`config.mk`:
```
export PLATFORM = sky130hd
export DESIGN_NAME = pcrcg_top
export DESIGN_NICKNAME = d
export VERILOG_FILES = /design/src/verilog/pcrcg_pkg.sv /design/src/verilog/pcrcg_top.sv
export SDC_FILE = /design/constraint.sdc
export NUM_CORES = 1
export LEC_CHECK = 0
export BUFFER_PORTS_ARGS = -buffer_cell sky130_fd_sc_hd__buf_2
export CORE_MARGIN = 3
export CORE_UTILIZATION = 45
export CTS_BUF_LIST = sky130_fd_sc_hd__clkbuf_8
export DETAILED_ROUTE_END_ITERATION = 8
export GPL_ROUTABILITY_DRIVEN = 0
export SYNTH_ARGS = -nofsm -noshare
export SYNTH_HDL_FRONTEND = slang
export SYNTH_SLANG_ARGS = --single-unit
```
`constraint.sdc`:
```
create_clock -name clk -period 4.2 [get_ports clk]
set_input_delay 0.42 -clock clk [delete_from_list [all_inputs] [get_ports clk]]
set_output_delay 0.42 -clock clk [all_outputs]
set_load 0.03 [all_outputs]
```
`src/verilog/pcrcg_pkg.sv`:
```
// Constants, register map and state codes for the programmable checksum generator.
// Assumes a 16-bit register port with word addresses and a single 100 MHz clock.
package pcrcg_pkg;

  localparam int unsigned DATA_W       = 16;
  localparam int unsigned ADDR_W       = 2;
  localparam int unsigned PTR_W        = 4;
  localparam int unsigned CNT_W        = 5;
  localparam int unsigned LEN_W        = 4;
  localparam int unsigned FIFO_SLOTS   = 16;

  // Register word addresses
  localparam logic [ADDR_W-1:0] ADDR_CTRL  = 2'h0;
  localparam logic [ADDR_W-1:0] ADDR_TAPS  = 2'h1;
  localparam logic [ADDR_W-1:0] ADDR_DATA  = 2'h2;
  localparam logic [ADDR_W-1:0] ADDR_INPUT = 2'h3;

  // Control register fields
  localparam int unsigned CTRL_LEN_LSB   = 0;
  localparam int unsigned CTRL_RUN_BIT   = 4;
  localparam int unsigned CTRL_EMPTY_BIT = 6;
  localparam int unsigned CTRL_FULL_BIT  = 7;
  localparam int unsigned CTRL_CNT_LSB   = 8;
  localparam int unsigned CTRL_IDLE_BIT  = 13;

  // Depth selection
  localparam logic [LEN_W-1:0] LEN_DEEP_MAX = 4'h7;
  localparam logic [CNT_W-1:0] DEPTH_SHORT  = 5'h08;
  localparam logic [CNT_W-1:0] DEPTH_LONG   = 5'h10;

  // Reset values and fixed constants
  localparam logic [LEN_W-1:0]  LEN_RST   = 4'h0;
  localparam logic [DATA_W-1:0] TAPS_RST  = 16'h0000;
  localparam logic [DATA_W-1:0] CRC_RST   = 16'h0000;
  localparam logic [DATA_W-1:0] ALL_ONES  = 16'hffff;
  localparam logic [DATA_W-1:0] ZERO_WORD = 16'h0000;
  localparam logic [PTR_W-1:0]  PTR_ZERO  = 4'h0;
  localparam logic [PTR_W-1:0]  PTR_ONE   = 4'h1;
  localparam logic [CNT_W-1:0]  CNT_ZERO  = 5'h00;
  localparam logic [CNT_W-1:0]  CNT_ONE   = 5'h01;
  localparam logic [LEN_W-1:0]  TOP_LEN   = 4'hf;

  typedef enum logic [1:0] {
    PCRCG_ST_IDLE  = 2'b01,
    PCRCG_ST_SHIFT = 2'b10
  } pcrcg_state_t;

  typedef struct packed {
    logic [FIFO_SLOTS-1:0][DATA_W-1:0] mem;
    logic [DATA_W-1:0]                 crc;
    logic [DATA_W-1:0]                 taps;
    logic [DATA_W-1:0]                 rdata;
    logic [LEN_W-1:0]                  len;
    logic [LEN_W-1:0]                  bit_idx;
    logic [PTR_W-1:0]                  wptr;
    logic [PTR_W-1:0]                  rptr;
    logic [CNT_W-1:0]                  count;
    pcrcg_state_t                      st;
    logic                              run;
    logic                              idle_stop;
    logic                              irq;
  } pcrcg_regs_t;

endpackage : pcrcg_pkg

```
`src/verilog/pcrcg_top.sv`:
```
// Programmable checksum generator: register port, input FIFO and bit-serial shift engine.
// Assumes a synchronous register master that never waits and power-mode levels
// synchronous to clk.
`timescale 1ns/100ps

module pcrcg_top (
  input  wire logic                          clk,        // 100 MHz clock
  input  wire logic                          rst_b,      // Synchronous reset, low
  input  wire logic [pcrcg_pkg::ADDR_W-1:0]  addr,       // Register word address
  input  wire logic [pcrcg_pkg::DATA_W-1:0]  wdata,      // Write data
  input  wire logic                          wr_en,      // Write strobe
  input  wire logic                          rd_en,      // Read strobe
  input  wire logic                          sleep_mode, // Device in sleep
  input  wire logic                          idle_mode,  // Device in idle
  output logic      [pcrcg_pkg::DATA_W-1:0]  rdata,      // Read data, cycle after strobe
  output logic                               crc_irq     // Drain interrupt pulse
);
  import pcrcg_pkg::*;

  pcrcg_regs_t s_r;
  pcrcg_regs_t s_nxt;

  // Mask keeping only the bits of a register whose length is len+1
  function automatic logic [DATA_W-1:0] len_mask(input logic [LEN_W-1:0] len);
    len_mask = ALL_ONES >> (TOP_LEN - len);
  endfunction : len_mask

  function automatic logic [PTR_W-1:0] ptr_inc(input logic [PTR_W-1:0] p,
                                               input logic [CNT_W-1:0] depth);
    logic [CNT_W-1:0] q;
    q = {1'b0, p} + {1'b0, PTR_ONE};
    ptr_inc = (q == depth) ? PTR_ZERO : q[PTR_W-1:0];
  endfunction : ptr_inc

  logic [CNT_W-1:0]  depth;
  logic              full;
  logic              empty;
  logic [DATA_W-1:0] mask;
  logic [DATA_W-1:0] poly;
  logic              frozen;

  always_comb begin
    depth  = (s_r.len > LEN_DEEP_MAX) ? DEPTH_SHORT : DEPTH_LONG;
    full   = (s_r.count == depth);
    empty  = (s_r.count == CNT_ZERO);
    mask   = len_mask(s_r.len);
    poly   = {s_r.taps[DATA_W-1:1], 1'b1} & mask;
    frozen = sleep_mode | (idle_mode & s_r.idle_stop);
  end

  logic              push;
  logic              pop;
  logic              roll;
  logic              fb;
  logic [DATA_W-1:0] shifted;

  always_comb begin
    s_nxt   = s_r;
    s_nxt.irq = 1'b0;
    s_nxt.rdata = ZERO_WORD;
    push    = 1'b0;
    pop     = 1'b0;
    roll    = 1'b0;
    fb      = 1'b0;
    shifted = ZERO_WORD;

    // Register reads
    if (rd_en) begin
      unique case (addr)
        ADDR_CTRL: begin
          s_nxt.rdata[CTRL_LEN_LSB +: LEN_W] = s_r.len;
          s_nxt.rdata[CTRL_RUN_BIT]          = s_r.run;
          s_nxt.rdata[CTRL_EMPTY_BIT]        = empty;
          s_nxt.rdata[CTRL_FULL_BIT]         = full;
          s_nxt.rdata[CTRL_CNT_LSB +: CNT_W] = s_r.count;
          s_nxt.rdata[CTRL_IDLE_BIT]         = s_r.idle_stop;
        end
        ADDR_TAPS:  s_nxt.rdata = {s_r.taps[DATA_W-1:1], 1'b0};
        ADDR_DATA:  s_nxt.rdata = s_r.crc;
        ADDR_INPUT: s_nxt.rdata = ZERO_WORD;
      endcase
    end

    // Register writes
    if (wr_en) begin
      unique case (addr)
        ADDR_CTRL: begin
          s_nxt.len       = wdata[CTRL_LEN_LSB +: LEN_W];
          s_nxt.run       = wdata[CTRL_RUN_BIT];
          s_nxt.idle_stop = wdata[CTRL_IDLE_BIT];
        end
        ADDR_TAPS:  s_nxt.taps = {wdata[DATA_W-1:1], 1'b0};
        ADDR_DATA:  s_nxt.crc  = wdata & mask;
        ADDR_INPUT: begin
          if (full) begin
            roll = 1'b1;
          end else begin
            push = 1'b1;
            s_nxt.mem[s_r.wptr] = wdata & mask;
          end
        end
      endcase
    end

    // Serial shift engine, halted while frozen or while run is low
    if (!frozen) begin
      unique case (s_r.st)
        PCRCG_ST_IDLE: begin
          if (s_r.run && !empty) begin
            s_nxt.st      = PCRCG_ST_SHIFT;
            s_nxt.bit_idx = s_r.len;
          end
        end
        PCRCG_ST_SHIFT: begin
          if (s_r.run) begin
            fb      = s_r.mem[s_r.rptr][s_r.bit_idx] ^ s_r.crc[s_r.len];
            shifted = (s_r.crc << 1) & mask;
            s_nxt.crc = fb ? (shifted ^ poly) : shifted;
            if (s_r.bit_idx == LEN_RST) begin
              pop = 1'b1;
              s_nxt.bit_idx = s_r.len;
              if (s_r.count == CNT_ONE && !push) begin
                s_nxt.st = PCRCG_ST_IDLE;
              end
            end else begin
              s_nxt.bit_idx = s_r.bit_idx - 4'h1;
            end
          end
        end
      endcase
    end

    // FIFO bookkeeping; rollover overrides a same-cycle pop
    if (roll) begin
      s_nxt.count   = CNT_ZERO;
      s_nxt.wptr    = PTR_ZERO;
      s_nxt.rptr    = PTR_ZERO;
      s_nxt.st      = PCRCG_ST_IDLE;
      s_nxt.bit_idx = s_r.len;
    end else begin
      if (push) begin
        s_nxt.wptr = ptr_inc(s_r.wptr, depth);
      end
      if (pop) begin
        s_nxt.rptr = ptr_inc(s_r.rptr, depth);
      end
      if (push && !pop) begin
        s_nxt.count = s_r.count + CNT_ONE;
      end else if (pop && !push) begin
        s_nxt.count = s_r.count - CNT_ONE;
        s_nxt.irq   = (s_r.count == CNT_ONE);
      end
    end
  end

  always_ff @(posedge clk) begin
    if (!rst_b) begin
      s_r.mem       <= '0;
      s_r.crc       <= CRC_RST;
      s_r.taps      <= TAPS_RST;
      s_r.rdata     <= ZERO_WORD;
      s_r.len       <= LEN_RST;
      s_r.bit_idx   <= LEN_RST;
      s_r.wptr      <= PTR_ZERO;
      s_r.rptr      <= PTR_ZERO;
      s_r.count     <= CNT_ZERO;
      s_r.st        <= PCRCG_ST_IDLE;
      s_r.run       <= 1'b0;
      s_r.idle_stop <= 1'b0;
      s_r.irq       <= 1'b0;
    end else begin
      s_r <= s_nxt;
    end
  end

  assign rdata   = s_r.rdata;
  assign crc_irq = s_r.irq;

endmodule : pcrcg_top

```
==> impl_metrics.json <==
{
  "status": "complete, no violations",
  "clk_latency_ps": 620,
  "clockRootBuffer": "clkbuf_8",
  "end_kind": "register",
  "cts_buffer_depth": 3,
  "post-synth-top-area-cell": "dfxtp_1",
  "p_comb_share_pct": 3.6,
  "first_iter_violations": 1053,
  "initial_core_util_pct": 46.1,
  "min_period_over_period_pct": 86.4,
  "drive_gt1_share_pct": 15.2,
  "portBuffers": 40,
  "ant_nets": 0,
  "cts_sinks": 329,
  "worstMarginPinSlew_ps": 1050,
  "min_path_type": "in2reg",
  "cts_tree": "done",
  "worstReg2RegStart": "s_r[10]",
  "syn-instance-count": 1874,
  "sw_frac_of_total_pct": 23.7,
  "layout.nets": 1881,
  "finalSetupViolCount": 0,
  "cts_resized": 0,
  "reg2regPathDepth": 10,
  "cp.arrival_ps": 4150,
  "dp_hpwl_mm": 27.8,
  "pre_cts_slack_ps": 537,
  "numCtsBuffers": 55,
  "power.internal_uw": 4820,
  "clock.fmax_ghz": 0.276,
  "dr.pass1.iters": 5,
  "synthDominantCellAreaShare_pct": 42.2,
  "synth-main-ff-cell": "dfxtp_1",
  "antenna_found_initial": 0,
  "num_vias": 13097,
  "cts_hold_buf": 0,
  "start_kind": "register",
  "power_frac_clock_pct": 46.5,
  "layout_commonest_cell": "nor2_1",
  "grt-ovfl-total": 0,
  "critPathKind": "reg2reg",
  "post_cts_buffers": 0,
  "clock_skew_ps": 44.6,
  "htreeDepth": 2,
  "drc": 0,
  "grt_pass1_wl_mm": 68.9,
  "yosysSeqAreaShare_pct": 42.2,
  "synth_edf_count": 0,
  "power_density_nw_per_um2": 371,
  "post_drt_wl_per_cell_um": 18.8,
  "track_usage_pct": 23.7,
  "drv_cap": 0,
  "tns_ps": 0,
  "num_rows": 67,
  "die-area_um2": 37000,
  "layout_common_cells": "nor2_1, dfxtp_1, a21oi_1, nand2_1, clkbuf_8",
  "ys_warn_count": 0,
  "finalMaxSlewViolations": 0,
  "period_needed_ps": 3630,
  "reg2reg_to": "s_r[58]",
  "postSynth.asyncResetShare_pct": 0,
  "ys_ff_latch": 329,
  "io_pins": 41,
  "cp_max_fo": 23,
  "syn_to_final_growth_pct": 9.15,
  "worstPathRequired_ps": 4730,
  "first_global_vias": 12167,
  "setup_ws_ps": 572,
  "antenna_cells": 0,
  "synthesis.nets": 1915,
  "peakVddDrop_uv": 249,
  "synthTopCellsByArea": "dfxtp_1, nor2_1, a21oi_1",
  "slew_headroom_pct": 30.3,
  "rrSetupSlack_ps": 570,
  "p_sw_uw": 1500,
  "cellLeakagePower_uw": 0.00625,
  "synthDistinctLibCells": 66,
  "clk_pin_slew_ps": 60,
  "viasPerCell": 5.62,
  "wl_mm": 43.9,
  "hold_viol_final": 0,
  "syn_avg_cell_area_um2": 8.34,
  "power_uw": 6320,
  "syn-cell-area_um2": 15600,
  "die_y_um": 192,
  "grt_max_degree": 188,
  "fp.dieW_um": 192,
  "power_frac_seq_pct": 49.9,
  "crit_start": "s_r[10]",
  "rsz0062_at_grt": "false",
  "core_um2": 33900,
  "cp-endpoint": "s_r[58]"
}
-- sequential cells by signal, summed over array words and instances (netlist names) --
signal,count
crc_irq,1
rdata,16
s_r,312
-- how the worst min path moves through the flow --
stage,from,end,cells past startpoint
floorplan,s_r[117],s_r[117],2
global placement,s_r[325],s_r[325],2
detailed placement,s_r[133],s_r[133],2
CTS,wdata[11],s_r[53],3
global route,wdata[5],s_r[47],3
finish,wdata[11],s_r[53],3
-- final cells by class --
cell class	instances	area, µm²
flip-flops and latches	329	6590
repair buffers	86	583
clock buffers	71	977
inverters	29	116
clock inverters	29	175
well taps	448	561
multi-input cells	1339	8040
fillers	3281	16800
-- cells by family after synthesis --
family,synth area share [%]
and+or+nand+nor,21.3
AOI/OAI and AO/OA,15.3
DFF,42.2
buffers and inverters,6.34
muxes,13.0
adders and majority gates,1.36
xor gates and xnor gates,0.561
-- routing by layer --
metal	wire length [µm]	up-vias	global-route usage (%)
met5	0	-	0
met4	1190	0	7.20
met3	2770	90	4.11
met2	19900	425	38.3
met1	20100	6223	32.5
li1	-	6359	-
-- cells in the mapped netlist, drive strengths merged, types with 13 or more instances --
master,count
nor2,491
dfxtp,329
a21oi,299
nand2,134
clkbuf,126
mux4,61
buf,51
or2,51
nand3,42
mux2i,40
inv,29
o211ai,20
ha,17
a31oi,16
nand4,16
o21ai,16
a22oi,15
mux2,14
and3,13
-- critical path, stage by stage (launching register included) --
cell	delay (ps)
dfxtp_2	800
buf_4	290
mux4_1	550
mux2i_1	200
o221ai_1	140
a211oi_1	340
a221o_1	320
a21o_1	330
buf_4	250
a21oi_1	80
a311oi_1	250
-- through the flow --
stage | std cells | utilization (%) | cell area [µm²] | hold slack, ps
after floorplan | 1874 | - | 15600 | 432
after global placement | 2231 | 46.9 | 15900 | 438
after detailed placement | 2231 | 46.9 | 15900 | 445
after CTS | 2331 | 50.3 | 17000 | 17.2
after global routing | 2331 | 50.3 | 17000 | 37.5
final | 2331 | 50.3 | 17000 | 51.7
-- power by group through the flow --
stage	Sequential (µW)	Combinational (µW)	Clock (µW)
after floorplan	3210	162	0
after global placement	3220	223	0
after detailed placement	3220	225	0
after CTS	3160	226	3010
after global routing	3160	248	3160
final	3160	228	2940
(Power assumes the default switching activity.)
